[src/rtl/dpfs_defines.svh]
/*
 * Holds the register offsets, field positions, reset values and fixed codes
 * of the daisy-port status and serial host fault block.
 * Assumes it is included by bare name, once per compilation unit.
 */
`ifndef DPFS_DEFINES_SVH
`define DPFS_DEFINES_SVH

// Printed offsets are not word multiples: they are indices, byte address = 4 * index
`define DPFS_IDX_PORT_STAT   16'h2300
`define DPFS_IDX_PHY_FAULT   16'h2301
`define DPFS_IDX_IRQ_MASK    16'h2380
`define DPFS_IDX_DEBUG_CTRL  16'h2201
`define DPFS_IDX_UNLOCK      16'h2200

// Unlock code for the manual port override
`define DPFS_UNLOCK_CODE     8'hA5
// Byte sent on the serial data out while masked
`define DPFS_FILL_BYTE       8'hFF
// Debug control reset value (manual enables set, override off)
`define DPFS_CTRL_RESET      8'h78
// Port status reset value
`define DPFS_STAT_RESET      8'h13

// Debug control fields
`define DPFS_CTRL_OVR_BIT    0
`define DPFS_CTRL_EN_LSB     3

// Port status fields
`define DPFS_STAT_AUTO_BIT   4

// Fault register fields
`define DPFS_F_FMT           6
`define DPFS_F_CLR           5
`define DPFS_F_UWR           4
`define DPFS_F_URD           3
`define DPFS_F_TOF           2
`define DPFS_F_TUF           1
`define DPFS_F_ROF           0
`define DPFS_FAULT_W         7

// Bit count at the last bit of a serial byte
`define DPFS_BYTE_BITS       3'h7

`endif

[src/rtl/dpfs_pkg.sv]
/*
 * Holds the shared types of the daisy-port status and fault block.
 * Assumes nothing beyond the defines header.
 */
package dpfs_pkg;
    typedef logic [7:0] dpfs_byte_t;
    typedef logic [6:0] dpfs_fault_t;
    typedef enum logic [1:0] {DPFS_IDLE, DPFS_SETUP, DPFS_ACCESS} dpfs_apb_st_t;
endpackage : dpfs_pkg

[src/rtl/dpfs_fault_if.sv]
/*
 * Holds the interface that carries fault events from the frame checker.
 * Assumes both ends share pclk.
 */
`timescale 1ns/1ps
interface dpfs_fault_if;
    logic fmt_event;
    logic byte_done;
    modport checker_end (output fmt_event, output byte_done);
    modport core_end (input fmt_event, input byte_done);
endinterface : dpfs_fault_if

[src/rtl/dpfs_frame_check.sv]
/*
 * Counts serial clocks during each chip-select-low period and reports
 * whole bytes and frames whose bit count is not a multiple of eight.
 * Assumes serial strobes are synchronous one-cycle pulses on pclk.
 */
`timescale 1ns/1ps
`include "dpfs_defines.svh"
module dpfs_frame_check (
    // Clock and reset
    input wire logic pclk,
    input wire logic presetn,
    // Serial host strobes
    input wire logic chip_select_low,
    input wire logic sclk_pulse,
    // Events out
    dpfs_fault_if.checker_end ev
);
    import dpfs_pkg::*;

    logic [2:0] bit_cnt_reg;
    logic cs_d_reg;

    // Bit counter inside a select period
    always_ff @(posedge pclk or negedge presetn) begin
        if (!presetn) begin
            bit_cnt_reg <= 3'h0;
        end else if (!chip_select_low) begin
            bit_cnt_reg <= 3'h0;
        end else if (sclk_pulse) begin
            bit_cnt_reg <= bit_cnt_reg + 3'h1;
        end
    end

    // Previous select level
    always_ff @(posedge pclk or negedge presetn) begin
        if (!presetn) begin
            cs_d_reg <= 1'b0;
        end else begin
            cs_d_reg <= chip_select_low;
        end
    end

    // Byte end and partial byte at select release
    assign ev.byte_done = chip_select_low && sclk_pulse && (bit_cnt_reg == `DPFS_BYTE_BITS);
    assign ev.fmt_event = cs_d_reg && !chip_select_low && (bit_cnt_reg != 3'h0);
endmodule : dpfs_frame_check

[src/rtl/dpfs_sticky_bit.sv]
/*
 * One sticky flag: set by hardware, cleared by writing one to it;
 * a communication clear leaves it set. Set wins over clear.
 * Assumes one-cycle set and clear strobes.
 */
`timescale 1ns/1ps
module dpfs_sticky_bit (
    // Clock and reset
    input wire logic pclk,
    input wire logic presetn,
    // Control
    input wire logic set_pulse,
    input wire logic clr_pulse,
    // State
    output logic flag
);
    // Sticky flag, set has priority
    always_ff @(posedge pclk or negedge presetn) begin
        if (!presetn) begin
            flag <= 1'b0;
        end else if (set_pulse) begin
            flag <= 1'b1;
        end else if (clr_pulse) begin
            flag <= 1'b0;
        end
    end
endmodule : dpfs_sticky_bit

[src/rtl/dpfs_top.sv]
/*
 * Holds the port status and serial host fault logic with its APB slave.
 * Assumes the serial front end and FIFOs outside give synchronous strobes.
 */
// Added by the designer: the APB register port.
// Operation
// - The auto port control flag reads 0 under unlocked manual override and 1 when the device drives both ports.
// - Four read-only bits show live low-side tx, low-side rx, high-side tx and high-side rx enables.
// - A select-low period whose clock count is not a multiple of eight raises the frame format fault.
// - A malformed clear sets the bad clear fault and is ignored, with no ready and no store.
// - Host data while unread response data waits after a timeout sets the unexpected write fault and stops storing.
// - Reading on after the first queue empties with ready low sets the unexpected read fault, stops storing, sends 0xFF.
// - Writing with both queues full sets the transmit overflow fault, stops storing and sends 0xFF.
// - Reading past empty sets the underflow fault, sends 0xFF, stops storing and holds ready low until a clear.
// - Too many host bytes set the receive overflow fault, stop storing, send 0xFF and hold ready low until a clear.
`timescale 1ns/1ps
`include "dpfs_defines.svh"
module dpfs_top (
    // APB clock and reset
    input wire logic pclk,
    input wire logic presetn,
    // APB slave
    input wire logic psel,
    input wire logic penable,
    input wire logic pwrite,
    input wire logic [17:0] paddr,
    input wire logic [31:0] pwdata,
    output logic [31:0] prdata,
    output logic pready,
    output logic pslverr,
    // Serial host events
    input wire logic chip_select_low,
    input wire logic sclk_pulse,
    input wire logic clear_good,
    input wire logic clear_bad,
    input wire logic host_write_byte,
    input wire logic resp_pending,
    input wire logic fifo1_empty,
    input wire logic fifo_full,
    input wire logic fifo_empty,
    input wire logic rx_too_many,
    input wire logic [7:0] tx_byte,
    // Port live status from the auto controller
    input wire logic [3:0] auto_port_en,
    // Port enables and data path
    output logic low_side_tx_active,
    output logic low_side_rx_active,
    output logic high_side_tx_active,
    output logic high_side_rx_active,
    output logic store_en,
    output logic host_ready,
    output dpfs_pkg::dpfs_byte_t miso_byte,
    output logic irq
);
    import dpfs_pkg::*;

    // ------------------------------------------------------------
    // Declarations
    // ------------------------------------------------------------
    dpfs_fault_if fev ();
    dpfs_byte_t unlock_reg;
    dpfs_byte_t ctrl_reg;
    dpfs_fault_t mask_reg;
    dpfs_fault_t fault_flag;
    dpfs_fault_t fault_set;
    logic block_reg;
    logic block_next;
    logic manual_on;
    logic [3:0] port_en;
    logic [15:0] idx;
    logic wr_en;
    logic rd_en;
    logic hit;
    logic clr_wr;

    // ------------------------------------------------------------
    // Frame checker and fault flags
    // ------------------------------------------------------------
    dpfs_frame_check u_chk (
        .pclk(pclk),
        .presetn(presetn),
        .chip_select_low(chip_select_low),
        .sclk_pulse(sclk_pulse),
        .ev(fev.checker_end)
    );

    // Fault causes
    always_comb begin
        fault_set = '0;
        fault_set[`DPFS_F_FMT] = fev.fmt_event;
        fault_set[`DPFS_F_CLR] = clear_bad;
        fault_set[`DPFS_F_UWR] = host_write_byte && resp_pending;
        fault_set[`DPFS_F_URD] = sclk_pulse && fifo1_empty && !host_ready && !host_write_byte;
        fault_set[`DPFS_F_TOF] = host_write_byte && fifo_full;
        fault_set[`DPFS_F_TUF] = sclk_pulse && fifo_empty && !host_write_byte;
        fault_set[`DPFS_F_ROF] = rx_too_many;
    end

    // Write-one clear strobe on the fault register
    assign clr_wr = wr_en && (idx == `DPFS_IDX_PHY_FAULT);

    genvar gi;
    generate
        for (gi = 0; gi < `DPFS_FAULT_W; gi++) begin : g_flag
            dpfs_sticky_bit u_bit (
                .pclk(pclk),
                .presetn(presetn),
                .set_pulse(fault_set[gi]),
                .clr_pulse(clr_wr && pwdata[gi]),
                .flag(fault_flag[gi])
            );
        end
    endgenerate

    // ------------------------------------------------------------
    // Data path mask
    // ------------------------------------------------------------
    // Any storing fault blocks until a good clear; a bad clear is ignored
    always_comb begin
        block_next = block_reg;
        if (clear_good && !clear_bad) begin
            block_next = 1'b0;
        end
        if (|fault_set[`DPFS_F_UWR:`DPFS_F_ROF]) begin
            block_next = 1'b1;
        end
    end

    always_ff @(posedge pclk or negedge presetn) begin
        if (!presetn) begin
            block_reg <= 1'b0;
        end else begin
            block_reg <= block_next;
        end
    end

    // Storing and ready gated; bad clear never lifts them
    assign store_en = !block_reg && !clear_bad;
    assign host_ready = !block_reg && !clear_bad;

    // Output byte switches to fill at byte boundary
    always_ff @(posedge pclk or negedge presetn) begin
        if (!presetn) begin
            miso_byte <= `DPFS_FILL_BYTE;
        end else if (fev.byte_done || !chip_select_low) begin
            miso_byte <= block_reg ? `DPFS_FILL_BYTE : tx_byte;
        end
    end

    // ------------------------------------------------------------
    // Port control
    // ------------------------------------------------------------
    assign manual_on = (unlock_reg == `DPFS_UNLOCK_CODE) && ctrl_reg[`DPFS_CTRL_OVR_BIT];
    assign port_en = manual_on ? ctrl_reg[`DPFS_CTRL_EN_LSB +: 4] : auto_port_en;
    assign low_side_tx_active = port_en[3];
    assign low_side_rx_active = port_en[2];
    assign high_side_tx_active = port_en[1];
    assign high_side_rx_active = port_en[0];

    // ------------------------------------------------------------
    // APB slave
    // ------------------------------------------------------------
    assign idx = paddr[17:2];
    assign wr_en = psel && penable && pwrite;
    assign rd_en = psel && !penable && !pwrite;
    assign pready = 1'b1;
    assign hit = (idx == `DPFS_IDX_PORT_STAT) || (idx == `DPFS_IDX_PHY_FAULT) || (idx == `DPFS_IDX_IRQ_MASK)
                 || (idx == `DPFS_IDX_DEBUG_CTRL) || (idx == `DPFS_IDX_UNLOCK);
    assign pslverr = psel && penable && !hit;

    // Unlock code register
    always_ff @(posedge pclk or negedge presetn) begin
        if (!presetn) begin
            unlock_reg <= 8'h00;
        end else if (wr_en && idx == `DPFS_IDX_UNLOCK) begin
            unlock_reg <= pwdata[7:0];
        end
    end

    // Debug control register
    always_ff @(posedge pclk or negedge presetn) begin
        if (!presetn) begin
            ctrl_reg <= `DPFS_CTRL_RESET;
        end else if (wr_en && idx == `DPFS_IDX_DEBUG_CTRL) begin
            ctrl_reg <= {1'b0, pwdata[6:0]};
        end
    end

    // Interrupt mask register
    always_ff @(posedge pclk or negedge presetn) begin
        if (!presetn) begin
            mask_reg <= '0;
        end else if (wr_en && idx == `DPFS_IDX_IRQ_MASK) begin
            mask_reg <= pwdata[6:0];
        end
    end

    // Read data registered in setup, valid in access
    always_ff @(posedge pclk or negedge presetn) begin
        if (!presetn) begin
            prdata <= 32'h0000_0000;
        end else if (rd_en) begin
            case (idx)
                `DPFS_IDX_PORT_STAT: prdata <= {27'h0, !manual_on, port_en};
                `DPFS_IDX_PHY_FAULT: prdata <= {25'h0, fault_flag};
                `DPFS_IDX_IRQ_MASK: prdata <= {25'h0, mask_reg};
                `DPFS_IDX_DEBUG_CTRL: prdata <= {24'h0, ctrl_reg};
                `DPFS_IDX_UNLOCK: prdata <= {24'h0, unlock_reg};
                default: prdata <= 32'h0000_0000;
            endcase
        end
    end

    // Level interrupt from faults whose mask bit is clear
    assign irq = |(fault_flag & ~mask_reg);
endmodule : dpfs_top

[config.mk]
export PLATFORM = sky130hd
export DESIGN_NAME = dpfs_top
export DESIGN_NICKNAME = d
export VERILOG_FILES = /design/src/rtl/dpfs_pkg.sv /design/src/rtl/dpfs_fault_if.sv /design/src/rtl/dpfs_frame_check.sv /design/src/rtl/dpfs_sticky_bit.sv /design/src/rtl/dpfs_top.sv
export VERILOG_INCLUDE_DIRS = /design/src /design/src/rtl
export SDC_FILE = /design/constraint.sdc
export NUM_CORES = 1
export LEC_CHECK = 0
export BUFFER_PORTS_ARGS = -buffer_cell sky130_fd_sc_hd__buf_2
export CAP_MARGIN = 20
export CORE_MARGIN = 4
export CORE_UTILIZATION = 30
export DETAILED_ROUTE_END_ITERATION = 8
export GPL_ROUTABILITY_DRIVEN = 1
export PLACE_DENSITY = 0.58
export SYNTH_ARGS = -nofsm -noshare
export SYNTH_HDL_FRONTEND = slang
export SYNTH_SLANG_ARGS = --single-unit
export TNS_END_PERCENT = 1
[constraint.sdc]
create_clock -name pclk -period 2.05 [get_ports pclk]
set_clock_uncertainty 0.2 [all_clocks]
set_input_delay 0.41 -clock pclk [delete_from_list [all_inputs] [get_ports pclk]]
set_output_delay 0.41 -clock pclk [all_outputs]
set_load 0.02 [all_outputs]
# Word-level counts from Yosys, hierarchy flattened

Index checks and enable logic that the tools add are counted.

Muxes and demuxes: 21
Multiply operators: 0
Equal/unequal tests: 8
Reductions and logical operators: 55
Shift operators: 0
Bitwise logic cells: 2
Add/subtract/negate cells: 1
Magnitude comparators: 0
Divide/modulo/power cells: 0

Operators by type and width:

| operator             | number |
|---|---|
| $eq 16x14->1 const B | 5 |
| $pmux 8 s5           | 1 |
| $logic_and 1x1->1    | 30 |
| $mux 1               | 16 |
| $reduce_bool 2->1    | 8 |
| $logic_not 1->1      | 9 |
| $eq 8x8->1 const B   | 1 |
| $mux 8               | 1 |
| $and 7x7->7          | 1 |
| $not 7->7            | 1 |
| $reduce_or 7->1      | 1 |
| $mux 3               | 2 |
| $logic_or 1x1->1     | 5 |
| $reduce_or 5->1      | 1 |
| $mux 4               | 1 |
| $add 3x1->3 const B  | 1 |
| $eq 3x3->1 const B   | 1 |
| $reduce_bool 3->1    | 1 |
| $ne 2x1->1 const B   | 1 |

Memories kept: 0
Bits in latches: 0
Memory bits (read-only): 0
Register bits after elaboration: 74
Memory bits (writable): 0

# Logic depth before layout (Yosys ltp)

Gate-level depths: netlist of the first run.

Depth after elaboration: 7
Mapped depth: 7
Depth with buffers taken out: 5

# Cells and area by module

Synthesis of the first run repeated with hierarchy kept, for this count alone.

Cells, all modules: 274
Area, all modules: 2,791.4 um^2

Modules (own cells, without submodules):

| module           | cells each | area an instance (um^2) | times used |
|---|---|---|---|
| dpfs_top         | 235        | 2,323.5                 | 1 |
| dpfs_sticky_bit  | 3          | 36.3                    | 7 |
| dpfs_frame_check | 18         | 214.0                   | 1 |

# Least setup slack after synthesis of the first run

No wires, ideal clock.

Path kind: flip-flop to output port
Start: reg unlock_reg[4]
End: out high_side_rx_active
Required time: 1.440 ns
Arrival: 1.557 ns
Setup slack: -0.117 ns
Path buffers: 1
Cell stages (with the launch flop): 5
Cell sequence: dfrtp_1 > nand4bb_1 > nor4_1 > clkbuf_1 > mux2_2

Word-level cells in the longest chain between the ends: 3

RTL lines:

| what                   | RTL line        | RTL |
|---|---|---|
| start, declared        | dpfs_top.sv:61  | `dpfs_byte_t unlock_reg;` |
| start signal, assigned | dpfs_top.sv:176 | `unlock_reg <= pwdata[7:0];` |
| $eq 8x8->1 (no line)   | -               |  |
| $logic_and 1x1->1      | dpfs_top.sv:153 | `` assign manual_on = (unlock_reg == `DPFS_UNLOCK_CODE) && ctrl_reg[`DPFS_CTRL_OVR_BIT]; `` |
| $mux 4                 | dpfs_top.sv:154 | `` assign port_en = manual_on ? ctrl_reg[`DPFS_CTRL_EN_LSB +: 4] : auto_port_en; `` |
| end, declared          | dpfs_top.sv:49  | `output logic high_side_rx_active,` |

Every way passes these cells.

# Final worst setup path of the first run

Start: reg unlock_reg[1]
End: out low_side_tx_active

Word-level cells in the longest chain between the ends: 3

RTL lines:

| what                 | RTL line        | RTL |
|---|---|---|
| $eq 8x8->1 (no line) | -               |  |
| $logic_and 1x1->1    | dpfs_top.sv:153 |  |
| $mux 4               | dpfs_top.sv:154 |  |
| end, declared        | dpfs_top.sv:46  | `output logic low_side_tx_active,` |

Every way passes these cells.

==> results.cfg, run 1 <==
[outcome]
status = finished with violations
violations = negative setup slack

[route]
wl_um = 6830
drt.antenna.violating_nets = 0
viasPerCell = 4.48
remaining_drc_errors = 0
dr.pass1.iters = 4
drt-initial-drc-count = 89
vias = 2262
wl_per_cell_um = 13.5

[worst_setup_path]
timing.critical_path.buf_inv = 2
critPathMaxFanout = 5
path_class = reg2out
critical-path-top-delay-family = flip-flops
crit_path_end_kind = output pin
slowest_delay_ns = 0.39
worst_setup_path_start_kind = flip-flop
worstPathArrival_ns = 1.70
required_ns = 1.44
cpMaxStageDelayCell = dfrtp_1
crit_path_cell_trace = nand4bb_1 -> nor4_1 -> buf_4 -> mux2_4 -> buf_6
rrSetupSlack_ns = 0.13

[grt]
grt_usage_pct = 12.6
grt_antenna_before_repair = 0
grt_pass1_vias = 2298
overflow = 0
grt_max_degree = 31
grt_pass1_wl_um = 11400

[pwr]
p_sw_mw = 0.534
combPwrFrac_pct = 13.2
p_per_area_mw_per_mm2 = 593
internal_power_mw = 1.65
swShare_pct = 24.5
p_total_mw = 2.18
clockPowerShare_pct = 39.3
leakagePower_nw = 1.76
pwr-share-seq_pct = 47.4
irDropWorstVdd_mv = 0.352

[hold_path]
hold_path_class = in2reg

[final_layout]
nets = 455
final_util_pct = 39.8
final_area_mm2 = 0.00367
antenna_cells = 0
final_cells = 505
layout-drive-gt1-share_pct = 44.1
area_delta_synth_final_pct = 29.6

[synthesis]
seq_area_frac_synth_pct = 44.6
ys_ff_latch = 50
yosysWarnings = 0
synth_ff_type = dfrtp_1
synth_cells = 275
synth_top_area_cell = dfrtp_1
ys_types = 46
avgSynthCellArea_um2 = 10.3
synth.cell_area_mm2 = 0.00284
synthTopCellsByArea = dfrtp_1 (34%), dfstp_2 (11%), mux2_2 (9.1%), buf_4 (6.9%), nand2_1 (4.5%)
synth_top_area_share_pct = 33.5
async_flop_share_pct = 100
synth-edff-count = 0

[die]
coreArea_mm2 = 0.00924
fp.dieH_um = 105
die_x_um = 105
initial_core_util_pct = 30.7
io_pins = 126
rows = 35
die_area_mm2 = 0.0111

[placed_design]
place_congestion = 0.772
placed_cell_area_mm2 = 0.00344
portBuffers = 74
pre_cts_ws_ns = -0.196
place_inst = 493
dp_hpwl_um = 5520

[timing]
worst_slack_ns = -0.262
hold_viol_final = 0
finalSetupViolCount = 5
period_share_pct = 113
rsz0062_at_grt = yes
fin_tns_setup_ns = -1.04
fin_crit_ns = 2.31
clock.fmax_mhz = 432
holdWs_ns = 0.0368
final_max_slew_viol_count = 0

[cts]
worstSkewPairLatency_ns = 0.30
clockBufferDepth = 2
cts_buffers = 5
cts_sinks = 50
clk_pin_slew_worst_paths_ns = 0.09
cts_htree_levels = 2
cts_tree = done
ctsRootBufferMaster = clkbuf_8

[flow_run]
drv_cap = 0
cell usage in the layout, fill, tap and decap left out, types with 5 or more instances in the layout:
cell	n
buf_2	70
a22oi_1	7
dfrtp_1	38
clkbuf_8	6
mux2_2	19
mux2_4	11
buf_6	5
dfstp_2	12
a222oi_1	5
buf_4	27
inv_1	11
o21ai_0	13
nor2_1	24
conb_1	25
nand2_1	34
nand3_1	7
synthesized netlist by cell type (all sizes together) (2+ instances only):
| library cell | number |
|---|---|
| nand3b | 4 |
| and3 | 3 |
| a21o | 2 |
| a21oi | 5 |
| nor3 | 4 |
| inv | 11 |
| o21ai | 13 |
| nand3 | 7 |
| a222oi | 5 |
| dfrtp | 38 |
| buf | 29 |
| a22oi | 7 |
| nor4 | 4 |
| nand2b | 2 |
| nor2 | 25 |
| ha | 3 |
| clkbuf | 6 |
| nor2b | 3 |
| nand2 | 34 |
| a22o | 3 |
| nand4 | 6 |
| mux2 | 30 |
| mux2i | 3 |
| conb | 2 |
| dfstp | 12 |
path summary, 6_finish.rpt:
kind                            startpoint                   end  cells past startpoint
setup reg to reg             unlock_reg[1]             prdata[3]                      7
min in group asynchronous          presetn  g_flag[1].u_bit.flag                      2
hold / removal             chip_select_low        u_chk.cs_d_reg                      1
hold reg to reg               miso_byte[2]          miso_byte[2]                      2
setup / recovery             unlock_reg[1]    low_side_tx_active                      5
max in group asynchronous          presetn           ctrl_reg[3]                      3
logic make-up after synthesis:
family | count (synthesis) | synth area share (%)
other | 2 | 0.265
XOR/XNOR | 1 | 0.309
multiplexers | 33 | 13.9
AO/OA/AOI/OAI | 42 | 10.2
adder cells (fa/ha/maj) | 3 | 1.32
AND/OR/NAND/NOR | 98 | 19.5
flip-flops | 50 | 44.6
buffers and inverters | 46 | 9.88
layout make-up:
cell class | instances | area (um2)
tap | 129 | 161
inverter | 11 | 41.3
sequential | 50 | 1270
timing repair buffer | 105 | 659
fill | 924 | 5570
clock inverter | 2 | 60.1
clock buffer | 6 | 82.6
multi-input combinational | 202 | 1400
power groups by stage:
stage	logic (mW)	registers (mW)	clock network (mW)
6_report	0.289	1.03	0.858
5_1_grt	0.321	1.04	0.914
4_1_cts	0.291	1.03	0.873
3_5_place_dp	0.280	1.05	0
3_3_place_gp	0.276	1.05	0
2_1_floorplan	0.163	1.07	0
per-layer routing:
| metal | up-vias | global-route usage, % | share of wire, % |
|---|---|---|---|
| li1 | 1116 | - | - |
| met2 | 85 | 20.2 | 46 |
| met4 | 0 | 1.50 | 0.13 |
| met1 | 1059 | 17.3 | 46 |
| met5 | - | 0 | 0 |
| met3 | 2 | 3.67 | 8.5 |
what timing repair did:
| action | in CTS | in global routing |
|---|---|---|
| pin swaps | 2 | 0 |
| hold endpoints to repair | 12 | 0 |
| endpoints found under the setup margin | 6 | 10 |
| setup buffers | 3 | 0 |
| hold buffers | 1 | 0 |
| gates resized for setup | 14 | 3 |
(Power assumes the default switching activity.)
==> inputs of run 2 (changes only) <==
--- a/config.mk
+++ b/config.mk
@@ -12,6 +12,7 @@
 export CORE_UTILIZATION = 30
 export DETAILED_ROUTE_END_ITERATION = 8
 export GPL_ROUTABILITY_DRIVEN = 1
+export GPL_TIMING_DRIVEN = 0
 export PLACE_DENSITY = 0.58
 export SYNTH_ARGS = -nofsm -noshare
 export SYNTH_HDL_FRONTEND = slang
==> constraint.sdc (replaced) <==
create_clock -name pclk -period 2.05 [get_ports pclk]
set_clock_uncertainty 0.2 [all_clocks]
set_input_delay 0.1025 -clock pclk [delete_from_list [all_inputs] [get_ports pclk]]
set_output_delay 0.1025 -clock pclk [all_outputs]
set_load 0.02 [all_outputs]
==> results.cfg, run 2 (synthesis gave the netlist of run 1 again) <==
[grt]
overflow = 0
grt_antenna_before_repair = 0
grt_pass1_wl_um = 12100
grt_pass1_vias = 2445
grt_usage_pct = 13.3
grt_max_degree = 51

[pwr]
p_per_area_mw_per_mm2 = 504
irDropWorstVdd_mv = 0.315
leakagePower_nw = 1.88

[die]
rows = 35
io_pins = 126
die_area_mm2 = 0.0111
fp.dieH_um = 105
coreArea_mm2 = 0.00924
initial_core_util_pct = 30.7
die_x_um = 105

[worst_setup_path]
worst_setup_path_start_kind = flip-flop
crit_path_cell_trace = nand4bb_1 -> nor4_2 -> buf_4 -> mux2_4 -> buf_6
critPathMaxFanout = 4
crit_path_end_kind = output pin
slowest_delay_ns = 0.40
cpMaxStageDelayCell = dfrtp_1
timing.critical_path.buf_inv = 2
critical-path-top-delay-family = simple AND/OR/NAND/NOR gates
worstPathArrival_ns = 1.76
required_ns = 1.75
path_class = reg2out

[outcome]
violations = negative setup slack
status = finished with violations

[cts]
ctsRootBufferMaster = clkbuf_8
cts_buffers = 5
clockBufferDepth = 2
clk_pin_slew_worst_paths_ns = 0.09
cts_htree_levels = 2
worstSkewPairLatency_ns = 0.30
cts_tree = done
cts_sinks = 50

[final_layout]
final_cells = 543
antenna_cells = 0
n_fill_cell = 892
regArea_mm2 = 0.00127
multi_input_area_mm2 = 0.00141
nets = 493
area_delta_synth_final_pct = 39.5
final_common_cell = buf_2
layout-drive-gt1-share_pct = 41.3
final_cell_mix = buf_2 (70), dfrtp_1 (38), nand2_1 (34), buf_4 (32), dlygate4sd3_1 (29)
final_util_pct = 42.8

[placed_design]
place_inst = 499
portBuffers = 72
dp_hpwl_um = 5500
place_congestion = 0.811

[timing]
relSlewSlack_pct = 58.1
rsz0062_at_grt = yes
worst_slack_ns = -0.0151
clock.fmax_mhz = 484
final_max_slew_viol_count = 0
hold_viol_final = 0
tightest_slew_ns = 0.624
period_share_pct = 101
fin_tns_setup_ns = -0.0375
finalSetupViolCount = 3
fin_crit_ns = 2.07

[route]
vias = 2450
viasPerCell = 4.51
drt.antenna.violating_nets = 0
remaining_drc_errors = 0
dr.pass1.iters = 5
wl_um = 7250
drt-initial-drc-count = 102
wl_per_cell_um = 13.3

[flow_run]
drv_cap = 0

[hold_path]
hold_path_class = in2async
run 2: layer usage:
| layer | track usage, % | vias to the layer above | routed length, um |
|---|---|---|---|
| met2 | 23.0 | 89 | 3500 |
| met5 | 0 | - | 0 |
| met4 | 1.69 | 0 | 31 |
| met1 | 17.3 | 1160 | 3190 |
| met3 | 3.00 | 5 | 521 |
| li1 | - | 1196 | - |
run 2: worst reg2reg max path, delay by kind of cell (launching register included):
kind,cells,cell delay [ns]
adders and majority gates,2,0.39
and+or+nand+nor,1,0.08
DFF,1,0.42
buffers and inverters,1,0.37
AOI/OAI and AO/OA,2,0.47
run 2: worst paths after layout:
| check | slack [ns] | endpoint | cells after the start | startpoint |
|---|---|---|---|---|
| min in group pclk | 0.02 | u_chk.bit_cnt_reg[0] | 3 | sclk_pulse |
| min | 0.02 | u_chk.bit_cnt_reg[1] | 2 | presetn |
| max in group asynchronous | 1.06 | ctrl_reg[6] | 3 | presetn |
| max reg2reg | 0.04 | miso_byte[2] | 6 | u_chk.bit_cnt_reg[0] |
| min reg2reg | 0.28 | miso_byte[4] | 2 | miso_byte[4] |
| max | -0.02 | high_side_tx_active | 5 | unlock_reg[1] |
run 2: layout make-up:
class / count / share of cell area [%]
multi-input combinational: 202 / 35.5
sequential: 50 / 32.0
timing repair buffer: 108 / 18.8
buffer: 35 / 6.14
tap: 129 / 4.08
clock buffer: 6 / 2.09
inverter: 11 / 1.04
clock inverter: 2 / 0.316
run 2: what timing repair did:
action	4_1_cts	5_1_grt
setup buffers	6	0
hold endpoints to repair	81	0
endpoints found under the setup margin	7	22
cloned	0	0
gates resized for setup	15	4
hold buffers	29	0
pin swaps	2	2
run 2: through the flow:
step / area (um2) / total power [mW] / hold WS (ns) / setup WS [ns]
final: 3960 / 1.99 / 0.0167 / -0.0151
after detailed placement: 3440 / 1.36 / 0.0421 / -0.304
after CTS: 3930 / 2.00 / 0.00940 / -0.0509
after global placement: 3440 / 1.35 / 0.0299 / -0.266
after global routing: 3960 / 2.10 / 0.0230 / -0.159
after floorplan: 2920 / 1.23 / -0.393 / 0.190
run 2: report_power, final:
part / total, mW / internal, mW / switching (mW)
clock network: 0.600 / 0.272 / 0.328
logic: 0.360 / 0.163 / 0.197
registers: 1.03 / 1.02 / 0.0143
total: 1.99 / 1.45 / 0.540
